**src/hdl/adcsq_defs.vh**
```
// register offsets, field positions and timing constants of the converter sequencer
`ifndef ADCSQ_DEFS_VH
`define ADCSQ_DEFS_VH
`define ADCSQ_OFF_SETUP 8'h00
`define ADCSQ_OFF_RESULT 8'h02
`define ADCSQ_OFF_STATE 8'h04
`define ADCSQ_OFF_TRIGGER 8'h06
`define ADCSQ_OFF_IRQ 8'h08
`define ADCSQ_OFF_SEQCTL 8'h0A
`define ADCSQ_OFF_SEQSTATE 8'h0C
`define ADCSQ_OFF_SEQINT 8'h0E
`define ADCSQ_OFF_INSTR 8'h80
`define ADCSQ_OFF_DATA 8'hC0
`define ADCSQ_RESET_VALUE 16'h0000
`define ADCSQ_SETUP_MASK 16'h07FF
`define ADCSQ_BIT_AUTO 8
`define ADCSQ_BIT_PIPE 9
`define ADCSQ_BIT_IRQEN 10
`define ADCSQ_BIT_SEQEN 0
`define ADCSQ_BIT_SEQ_INTERVAL 1
`define ADCSQ_CLK_MHZ 25
// times in nanoseconds
`define ADCSQ_T_NORM_PIPE_NS 12500
`define ADCSQ_T_NORM_NOPIPE_NS 20000
`define ADCSQ_T_AUTO_PIPE_NS 20000
`define ADCSQ_T_AUTO_NOPIPE_NS 30000
`define ADCSQ_T_SEQ_OVH_NS 12000
`define ADCSQ_T_SEQ_CH_NS 12500
`define ADCSQ_T_TICK_NS 100000
`define ADCSQ_CYC(ns) (((ns) * `ADCSQ_CLK_MHZ) / 1000)
`endif

```
**src/hdl/adcsq_top.v**
```verilog
// converter control, sequencer and local register window
`timescale 1ns/1ps
`include "adcsq_defs.vh"
module adcsq_top #(
    parameter CHANNELS = 32,
    parameter TICK_CYCLES = `ADCSQ_CYC(`ADCSQ_T_TICK_NS)
) (
    input wire CLOCK,
    input wire RST_B,
    input wire [7:0] ADDR,
    input wire WR,
    input wire RD,
    input wire [15:0] WDATA,
    output reg [15:0] RDATA,
    input wire [15:0] ADC_SAMPLE,
    output reg [4:0] ADC_CHANNEL,
    output reg [1:0] ADC_GAIN,
    output reg ADC_START,
    output reg IRQ
);
localparam [15:0] C_SETTLE = `ADCSQ_CYC(`ADCSQ_T_SEQ_OVH_NS);
localparam [15:0] C_NP = `ADCSQ_CYC(`ADCSQ_T_NORM_PIPE_NS);
localparam [15:0] C_NN = `ADCSQ_CYC(`ADCSQ_T_NORM_NOPIPE_NS);
localparam [15:0] C_AP = `ADCSQ_CYC(`ADCSQ_T_AUTO_PIPE_NS);
localparam [15:0] C_AN = `ADCSQ_CYC(`ADCSQ_T_AUTO_NOPIPE_NS);
localparam [15:0] C_CH = `ADCSQ_CYC(`ADCSQ_T_SEQ_CH_NS);
localparam [15:0] C_OVH = `ADCSQ_CYC(`ADCSQ_T_SEQ_OVH_NS);
localparam [4:0] S_IDLE = 5'h01;
localparam [4:0] S_SETTLE = 5'h02;
localparam [4:0] S_WAIT = 5'h04;
localparam [4:0] S_CONV = 5'h08;
localparam [4:0] S_SEQ = 5'h10;

reg [15:0] setup;
reg [15:0] result;
reg [15:0] pipe_hold;
reg [15:0] irq_flags;
reg [15:0] seq_control;
reg [15:0] seq_state;
reg [15:0] seq_interval;
reg [15:0] instr_mem [0:CHANNELS-1];
reg [15:0] data_mem [0:2*CHANNELS-1];
reg [4:0] state;
reg [15:0] count;
reg [4:0] seq_ch;
reg seq_sel;
reg conv_busy;
reg [15:0] tick_cnt;
reg [15:0] interval_cnt;
reg seq_pending;
wire [15:0] conv_cycles;
wire wr_setup;
wire wr_trigger;
wire seq_on;
wire seq_tick;
integer i;

assign seq_on = seq_control[`ADCSQ_BIT_SEQEN];
assign wr_setup = WR && ADDR == `ADCSQ_OFF_SETUP && !seq_on;
assign wr_trigger = WR && ADDR == `ADCSQ_OFF_TRIGGER;
// conversion window picked by mode and pipelining
assign conv_cycles = setup[`ADCSQ_BIT_AUTO] ? (setup[`ADCSQ_BIT_PIPE] ? C_AP : C_AN)
    : (setup[`ADCSQ_BIT_PIPE] ? C_NP : C_NN);
assign seq_tick = tick_cnt == TICK_CYCLES[15:0] - 16'h0001;

////////////////////////////////////////////////////////////////////////////////
// timer base and interval pacing
always @(posedge CLOCK)
begin
    if (!RST_B)
    begin
        tick_cnt <= 16'h0000;
        interval_cnt <= 16'h0000;
        seq_pending <= 1'b0;
    end
    else
    begin
        tick_cnt <= seq_tick ? 16'h0000 : tick_cnt + 16'h0001;
        if (!seq_on || !seq_control[`ADCSQ_BIT_SEQ_INTERVAL])
        begin
            interval_cnt <= 16'h0000;
            seq_pending <= 1'b0;
        end
        else if (seq_tick)
        begin
            // a zero interval never fires, the smallest usable step is one tick
            if (seq_interval != 16'h0000 && interval_cnt + 16'h0001 >= seq_interval)
            begin
                interval_cnt <= 16'h0000;
                seq_pending <= 1'b1;
            end
            else
                interval_cnt <= interval_cnt + 16'h0001;
        end
        // a start that lands while a pass runs is dropped, except in the pass's last cycle, where it starts the next pass at once
        else if (state == S_SEQ)
            seq_pending <= 1'b0;
    end
end

////////////////////////////////////////////////////////////////////////////////
// registers, conversion and sequencer control
always @(posedge CLOCK)
begin
    if (!RST_B)
    begin
        setup <= `ADCSQ_RESET_VALUE;
        result <= `ADCSQ_RESET_VALUE;
        pipe_hold <= `ADCSQ_RESET_VALUE;
        irq_flags <= `ADCSQ_RESET_VALUE;
        seq_control <= `ADCSQ_RESET_VALUE;
        seq_state <= `ADCSQ_RESET_VALUE;
        seq_interval <= `ADCSQ_RESET_VALUE;
        state <= S_IDLE;
        count <= 16'h0000;
        seq_ch <= 5'h00;
        seq_sel <= 1'b0;
        conv_busy <= 1'b0;
        ADC_CHANNEL <= 5'h00;
        ADC_GAIN <= 2'h0;
        ADC_START <= 1'b0;
        IRQ <= 1'b0;
        for (i = 0; i < CHANNELS; i = i + 1)
            instr_mem[i] <= `ADCSQ_RESET_VALUE;
        for (i = 0; i < 2 * CHANNELS; i = i + 1)
            data_mem[i] <= `ADCSQ_RESET_VALUE;
    end
    else
    begin
        ADC_START <= 1'b0;
        if (WR && ADDR == `ADCSQ_OFF_IRQ)
            irq_flags <= irq_flags & ~WDATA;
        if (WR && ADDR == `ADCSQ_OFF_SEQCTL)
            seq_control <= WDATA;
        if (WR && ADDR == `ADCSQ_OFF_SEQSTATE)
            seq_state <= seq_state & ~WDATA;
        if (WR && ADDR == `ADCSQ_OFF_SEQINT)
            seq_interval <= WDATA;
        if (WR && ADDR[7:6] == 2'b10 && !ADDR[0])
            instr_mem[ADDR[5:1]] <= WDATA;
        if (wr_setup)
        begin
            setup <= WDATA & `ADCSQ_SETUP_MASK;
            ADC_CHANNEL <= WDATA[4:0];
            ADC_GAIN <= WDATA[7:6];
        end
        case (state)
        S_IDLE:
        begin
            if (wr_setup)
            begin
                state <= S_SETTLE;
                count <= C_SETTLE;
            end
            else if (wr_trigger && !seq_on)
            begin
                state <= S_CONV;
                count <= conv_cycles;
                ADC_START <= 1'b1;
                if (setup[`ADCSQ_BIT_PIPE])
                    result <= pipe_hold;
            end
            else if (seq_on && (!seq_control[`ADCSQ_BIT_SEQ_INTERVAL] || seq_pending))
            begin
                state <= S_SEQ;
                // one cycle per visited channel is folded into the fixed overhead
                count <= C_OVH - CHANNELS[15:0];
                seq_ch <= 5'h00;
                conv_busy <= 1'b0;
                seq_state[0] <= 1'b1;
            end
        end
        S_SETTLE:
        begin
            if (count <= 16'h0001)
            begin
                if (setup[`ADCSQ_BIT_AUTO])
                begin
                    state <= S_CONV;
                    count <= conv_cycles;
                    ADC_START <= 1'b1;
                    if (setup[`ADCSQ_BIT_PIPE])
                        result <= pipe_hold;
                end
                else
                begin
                    state <= S_IDLE;
                    irq_flags[0] <= 1'b1;
                end
            end
            else
                count <= count - 16'h0001;
        end
        S_CONV:
        begin
            if (count <= 16'h0001)
            begin
                state <= S_IDLE;
                pipe_hold <= ADC_SAMPLE;
                if (!setup[`ADCSQ_BIT_PIPE])
                    result <= ADC_SAMPLE;
                irq_flags[1] <= 1'b1;
            end
            else
                count <= count - 16'h0001;
        end
        S_SEQ:
        begin
            if (count > 16'h0001)
                count <= count - 16'h0001;
            else if (!seq_on)
            begin
                state <= S_IDLE;
                seq_state[0] <= 1'b0;
                conv_busy <= 1'b0;
            end
            else if (!conv_busy && instr_mem[seq_ch][3:0] != 4'h0)
            begin
                ADC_CHANNEL <= seq_ch;
                ADC_GAIN <= instr_mem[seq_ch][2:1];
                ADC_START <= 1'b1;
                conv_busy <= 1'b1;
                count <= C_CH - 16'h0001;
            end
            else
            begin
                // the sample is stored at the slot end, after the new channel has been converted
                if (conv_busy)
                    data_mem[{seq_ch, seq_sel}] <= ADC_SAMPLE;
                conv_busy <= 1'b0;
                count <= 16'h0001;
                if (seq_ch == CHANNELS[4:0] - 5'h01)
                begin
                    seq_ch <= 5'h00;
                    seq_sel <= ~seq_sel;
                    state <= S_IDLE;
                    seq_state[0] <= 1'b0;
                    seq_state[1] <= 1'b1;
                end
                else
                    seq_ch <= seq_ch + 5'h01;
            end
        end
        default:
            state <= S_IDLE;
        endcase
        IRQ <= setup[`ADCSQ_BIT_IRQEN] && (irq_flags[1] || (!setup[`ADCSQ_BIT_AUTO] && irq_flags[0]));
    end
end

////////////////////////////////////////////////////////////////////////////////
// read path, offsets are relative to the bridge window base
always @(posedge CLOCK)
begin
    if (!RST_B)
        RDATA <= 16'h0000;
    else if (RD)
    begin
        if (ADDR == `ADCSQ_OFF_SETUP)
            RDATA <= setup;
        else if (ADDR == `ADCSQ_OFF_RESULT)
            RDATA <= result;
        else if (ADDR == `ADCSQ_OFF_STATE)
            RDATA <= {14'h0000, state == S_CONV, state == S_SETTLE};
        else if (ADDR == `ADCSQ_OFF_IRQ)
            RDATA <= irq_flags;
        else if (ADDR == `ADCSQ_OFF_SEQCTL)
            RDATA <= seq_control;
        else if (ADDR == `ADCSQ_OFF_SEQSTATE)
            RDATA <= seq_state;
        else if (ADDR == `ADCSQ_OFF_SEQINT)
            RDATA <= seq_interval;
        else if (ADDR[7:6] == 2'b10)
            RDATA <= instr_mem[ADDR[5:1]];
        else if (ADDR[7:6] == 2'b11)
            RDATA <= data_mem[{ADDR[5:1], ~seq_sel}];
        else
            RDATA <= 16'h0000;
    end
end
endmodule // adcsq_top

```
**config.mk**
```make
export PLATFORM = sky130hd
export DESIGN_NAME = adcsq_top
export DESIGN_NICKNAME = d
export VERILOG_FILES = /design/src/hdl/adcsq_top.v
export VERILOG_INCLUDE_DIRS = /design/src /design/src/hdl
export SDC_FILE = /design/constraint.sdc
export NUM_CORES = 2
export LEC_CHECK = 0
export ABC_CLOCK_PERIOD_IN_PS = 4660
export BUFFER_PORTS_ARGS = -buffer_cell sky130_fd_sc_hd__clkbuf_2
export CAP_MARGIN = 15
export CELL_PAD_IN_SITES_DETAIL_PLACEMENT = 1
export CELL_PAD_IN_SITES_GLOBAL_PLACEMENT = 2
export CORE_MARGIN = 5
export CORE_UTILIZATION = 46
export CTS_CLUSTER_DIAMETER = 50
export CTS_CLUSTER_SIZE = 16
export DETAILED_ROUTE_END_ITERATION = 10
export GPL_ROUTABILITY_DRIVEN = 1
export PLACE_DENSITY_LB_ADDON = 0.15
export SYNTH_ARGS = -nofsm -noshare
export SYNTH_HDL_FRONTEND = slang
export SYNTH_SLANG_ARGS = --single-unit
```
**constraint.sdc**
```tcl
create_clock -name CLOCK -period 4.66 [get_ports CLOCK]
set_clock_uncertainty 0.1 [all_clocks]
set_input_delay 0 -clock CLOCK [delete_from_list [all_inputs] [get_ports CLOCK]]
set_output_delay 0 -clock CLOCK [all_outputs]
set_load 0.01 [all_outputs]
```
* Word level (Yosys, flattened, before mapping)
Memories as Yosys holds them, arrays and structs flattened. A register that Yosys moved wholly into a read port is not among the register bits.
Index checks and enable logic that the tools add are counted.
** Storage, ports and cells
- Flip-flop bits (word level) :: 193
- Input port bits :: 44
- Output and inout port bits :: 25
- Logic and storage cells :: 225
- Memories kept :: 2
- Bits in writable memories :: 1536
** Memories
- data_mem :: words 64, bits a word 16, read ports 1, clocked after Yosys merged registers in 0, write ports 64, RTL line adcsq_top.v:42 : reg [15:0] data_mem [0:2*CHANNELS-1];
- instr_mem :: words 32, bits a word 16, read ports 2, clocked after Yosys merged registers in 1, write ports 32, RTL line adcsq_top.v:41 : reg [15:0] instr_mem [0:CHANNELS-1];
** Operators by class
- Eq/ne operators :: 33
- Bitwise logic cells :: 7
- Reduce and logical (&&, ||, !) cells :: 42
- Mux-type cells :: 112
- $add $sub $neg :: 4
- Magnitude comparators :: 3
** Operators with widths (count)
- two-way mux 16 bit :: 27
- two-way mux 5 bit :: 24
- case mux 16 bit (4 select lines) :: 1
- case mux 16 bit (3 select lines) :: 1
- two-way mux 1 bit :: 38
- adder 16 x 1 -> 16 bit, second input constant :: 2
- bitwise AND 16 bit :: 2
- == test 8 x 4 -> 1 bit, second input constant :: 4
- OR reduction 16 bit :: 2
- inequality test 2 bit, second input constant :: 12
- two-way mux 10 bit :: 2
- two-way mux 2 bit :: 10
- case mux 5 bit (4 select lines) :: 1
- == test 16 x 12 -> 1 bit, second input constant :: 1
- == test 8 x 3 -> 1 bit, second input constant :: 2
- >= comparator 16 bit :: 1
- > comparator 16 x 1 -> 1 bit, second input constant :: 1
- less-or-equal comparator 16 x 1 -> 1 bit, second input constant :: 1
- NOT 16 bit :: 1
- nonzero test 16 bit :: 1
- subtractor 16 x 1 -> 16 bit, second input constant :: 1
- logical AND 1 bit :: 15
- AND reduction 5 bit :: 3
- AND reduction 7 bit :: 2
- 28 further kinds :: 46

* Logic depth before layout (Yosys ltp)
An unclocked memory read counts as a cell.
- Word-level depth :: 11
- Depth in mapped cells :: 17
- Depth with buffers taken out :: 16

* Least setup slack after synthesis
OpenSTA, ideal clock, no wires.
- Path type :: flip-flop to flip-flop
- From :: register count[4]
- To :: memory data_mem[56][0], enable pin
- Clock period less this slack :: 3.778 ns
- Buffers on the path :: 1
- Cell stages (with the launch flop) :: 9
- Data required time :: 4.149 ns
- Setup time :: 0.411 ns
- Data arrival time :: 3.267 ns
- Slack :: 0.882 ns
- Path through :: dfxtp_1 -> nor4_2 -> nor3b_4 -> nand3_2 -> nor2_1 -> and3_2 -> nand4_2 -> buf_2 -> o21ai_0
** RTL lines
- start: declaration :: RTL line adcsq_top.v:44 : reg [15:0] count;
- start signal: assignment :: RTL line adcsq_top.v:158 : count <= conv_cycles;
- start signal: assignment :: RTL line adcsq_top.v:167 : count <= C_OVH - CHANNELS[15:0];
- start signal: assignment :: RTL line adcsq_top.v:180 : count <= conv_cycles;
- end: declaration :: RTL line adcsq_top.v:42

* Worst setup path after layout
- From :: register interval_cnt[0]
- To :: register interval_cnt[11]
** On the way
- Longest elaborated chain between the ends :: 4
** RTL lines
- start: declaration :: RTL line adcsq_top.v:49 : reg [15:0] interval_cnt;
- start signal: assignment :: RTL line adcsq_top.v:93 : interval_cnt <= interval_cnt + 16'h0001;
- adder 16 x 1 -> 16 bit * :: RTL line adcsq_top.v:87, adcsq_top.v:93
- >= comparator 16 bit :: RTL line adcsq_top.v:87 : if (seq_interval != 16'h0000 && interval_cnt + 16'h0001 >= seq_interval)
- logical AND 1 bit :: RTL line adcsq_top.v:87
- two-way mux 16 bit * :: RTL line adcsq_top.v:87
Mark *: on every way between the ends. The rest lies on a longest branch, timed or not.
A chain may end at the register's enable or synchronous reset.

==> impl_summary.md <==
STA
For the pin with the worst max-slew slack, the measured transition is roughly 1.2 ns. The setup TNS is 0 ns. Dividing the final minimum period by the clock period gives 91.7%. The final-report max-slew violation count is 0. For the finished layout, the period the worst path requires is 4.27 ns. The worst setup slack after layout is between 0.3 and 0.4 ns. The maximum achievable frequency is ~230 MHz. The final hold violation count is 0. Setup repair after global routing left no endpoint under its margin. Setup violations remaining at the end of the flow were counted as 0. On the final layout, the worst hold slack is between 0.015 and 0.02 ns. In this run the tightest slew margin relative to its limit is roughly a fifth.

Synth
The most frequent cell after synthesis is and2_1. The largest total area in the synthesized netlist belongs to edfxtp_1. The number of nets produced by synthesis is ~6000. Counting every instance in the synthesized netlist gives 5888. The top-area cell type share of the netlist area is 57.1%. The number of library cell types mapped by synthesis is between 80 and 90. The number of enable flip-flop cells after synthesis is 1536. The post-synth design cell area is about 81000 um2. The top flip-flop cell by instance count after synthesis is edfxtp_1. Yosys attributes the largest share of cell area to edfxtp_1 (57%), and2_1 (12%), mux4_2 (11%).

The synthesized flop and latch total is roughly 1700. The commonest cells after synthesis are and2_1 (1548), edfxtp_1 (1536), mux4_2 (405), clkbuf_1 (384), nand2_1 (336). After synthesis, the share of flip-flops with an asynchronous set or reset is 0%.

The average instance in the mapped netlist occupies around 14 um2. For this run, the register share of the synthesized area comes to about 62%. The count of yosys warnings during synthesis is 0.

Routing
Once detail routing completed, the nets flagged for antenna violations numbered 0. For this block, the via count after detailed routing is a little over 50000. In the routed design, unresolved DRC markers number 0. The average wire length per cell after detail routing is between 30 and 40 um. For this block, the routed nets add up to 264 mm of wire. After detailed routing, the number of vias per cell comes to roughly 6.0. The detailed-routing iteration count for the pre-antenna-repair pass is 6. The iteration-0 DRC count of the detailed router is 5051.

Global routing
The via count of the first global-routing pass came to 52600. The global-route usage over all layers is 28.3%. The remaining global-route overflow is 0. Entering global routing, the biggest net connects 67 pins. The initial antenna violation count is 6. The global-route wire length before repair is around 380 mm.

Floorplan
Pin placement for this block handled 69 I/O pins. The floorplan has between 150 and 200 rows. The floorplan step defined a core boundary enclosing roughly 170000 um2.

The initial utilization of the core area, before any placement, comes to 46.3%. The height of the die is approximately 430 um. The die boundary width is 429 um. The die covers about 180000 um2.

Power
The analysis attributes to cell leakage a power of 0.0317 uW. In this run the power density over the cells is 386 nW/um2. The peak supply drop is roughly 0.37 mV.

Placement
In this run the tool buffered the top-level ports with 68 buffer cells. The wire-length estimate of the detail-placed layout is around 170 mm. The final estimated routing congestion in global placement is between 0.9 and 1. The post-place setup slack is around 0.42 ns.

CTS
After clock tree synthesis, the flow added hold-fix buffers numbering 35. The CTS clock-pin slew for the worst setup and hold paths is about 0.08 ns. The number of buffers added by the clock tree synthesis step is 180. The buffer count from post-CTS setup fixing is 0. In this run the deepest clock path goes through 3 buffers.

The H-tree was split into 4 levels. TritonCTS built the clock tree. The clock reaches the later pin of the worst-skew pair after about 0.84 ns.

Clock tree synthesis selected as its root buffer the cell clkbuf_16. The number of instances resized during post-cts repair is 0. The total number of clock tree sinks is between 1500 and 2000.

Critical path
The type of the setup path with the least slack is reg -> reg. Data on the critical path arrives at its endpoint at approximately 4.9 ns. The required time at the endpoint of the critical path is between 5 and 6 ns. The highest fanout seen on the critical path is 7. STA classifies the critical path endpoint as a flip-flop. STA classifies the critical path startpoint as a flip-flop.

Finish
The layout overhead on the synthesized area is 13.2%. The layout cell share with drive strength beyond 1 is 19.4%. After the last flow step, the layout net total stands at roughly 6100.

Status
The flow ran to the end, and the final reports show no timing, DRC or antenna violations.

Job
The count of max-cap constraint violations is 0.

Hold path
The worst hold-check path type is in -> reg.
## critical path, cell delays in order (launching register included)
cell and delay, ns:
dfxtp_1 0.42, nand3_1 0.24, nor2_1 0.20, and3_1 0.26
and3_1 0.26, nand3_1 0.21, nor2_1 0.19, xor2_1 0.22
ha_1 0.28, a21o_1 0.18, a21o_1 0.17, a21oi_1 0.17
nand3_1 0.10, o211a_1 0.31, a21oi_1 0.56, o211ai_1 0.18
o31ai_1 0.12
## power by group
group          total, uW  switching [uW]  internal (uW)
Sequential         17800             236          17500
Clock              15100            6820           8270
Combinational       2440            1660            784
Total              35300            8710          26600
## worst paths after layout
check	cells past startpoint	endpoint	start	slack, ns
setup / recovery	16	interval_cnt[11]$_SDFFE_PP0P_	interval_cnt[0]$_SDFFE_PP0P_	0.39
hold / removal	3	seq_interval[11]$_SDFFE_PN0P_	WDATA[11]	0.02
setup reg to reg	16	interval_cnt[11]$_SDFFE_PP0P_	interval_cnt[0]$_SDFFE_PP0P_	0.39
hold reg to reg	2	irq_flags[5]$_SDFFE_PN0P_	irq_flags[5]$_SDFFE_PN0P_	0.33
## state kept, by name, summed over array words and instances (netlist names), 2 cells and up, named ones only
name	cells
ADC_CHANNEL	5
ADC_GAIN	2
RDATA	16
count	16
data_mem	1024
instr_mem	512
interval_cnt	16
irq_flags	16
pipe_hold	16
result	16
seq_ch	5
seq_control	16
seq_interval	16
seq_state	16
setup	11
state	4
tick_cnt	16
## stage by stage
| step | cells | utilization (%) | power, uW | area [um2] |
|---|---|---|---|---|
| floorplan | 5888 | - | 19200 | 80700 |
| global placement | 8110 | 48.7 | 20400 | 84800 |
| detailed placement | 8112 | 48.7 | 20500 | 84800 |
| CTS | 8479 | 52.4 | 35600 | 91300 |
| global route | 8484 | 52.4 | 36300 | 91400 |
| finish | 8485 | 52.4 | 35300 | 91400 |
## per-layer routing
layer  GRT usage (%)  wire length (um)  vias to the layer above
li1                -                 -                    21800
met1            37.4            107000                    26700
met2            47.3            129000                     1684
met3            3.91             15200                      453
met4            11.7             12600                        2
met5               0                13                        -
## logic make-up (layout without fill, tap and decap cells)
family	count (synthesis)	in the layout	share of synthesized area, %
AO/OA/AOI/OAI	639	639	4.95
XOR/XNOR	36	36	0.391
adder cells (fa/ha/maj)	28	28	0.434
buffers and inverters	552	823	2.81
flip-flops	1733	1733	62.0
multiplexers	525	525	12.8
other	0	1	0
AND/OR/NAND/NOR	2375	2375	16.6
## placed cells by master, fill, tap and decap left out, types with 47 or more instances in the layout
| cell | n |
|---|---|
| clkbuf_2 | 64 |
| nand2_1 | 336 |
| and2_1 | 1548 |
| edfxtp_1 | 1536 |
| nor2_1 | 252 |
| o22ai_1 | 47 |
| mux4_2 | 405 |
| nand3_1 | 55 |
| o21ai_1 | 91 |
| buf_4 | 328 |
| clkbuf_16 | 184 |
| a21oi_1 | 195 |
| o21ai_0 | 77 |
| dfxtp_1 | 195 |
| mux2i_1 | 114 |
## cell type report
cell class	instances	area (um2)
fillers	16900	82800
flip-flops and latches	1733	50100
clock inverters	132	1470
repair buffers	453	3620
clock buffers	200	4680
diodes	1	2.50
multi-input cells	3603	28500
inverters	38	144
well taps	2325	2910
Note: power is estimated with default switching activity, not from simulation.
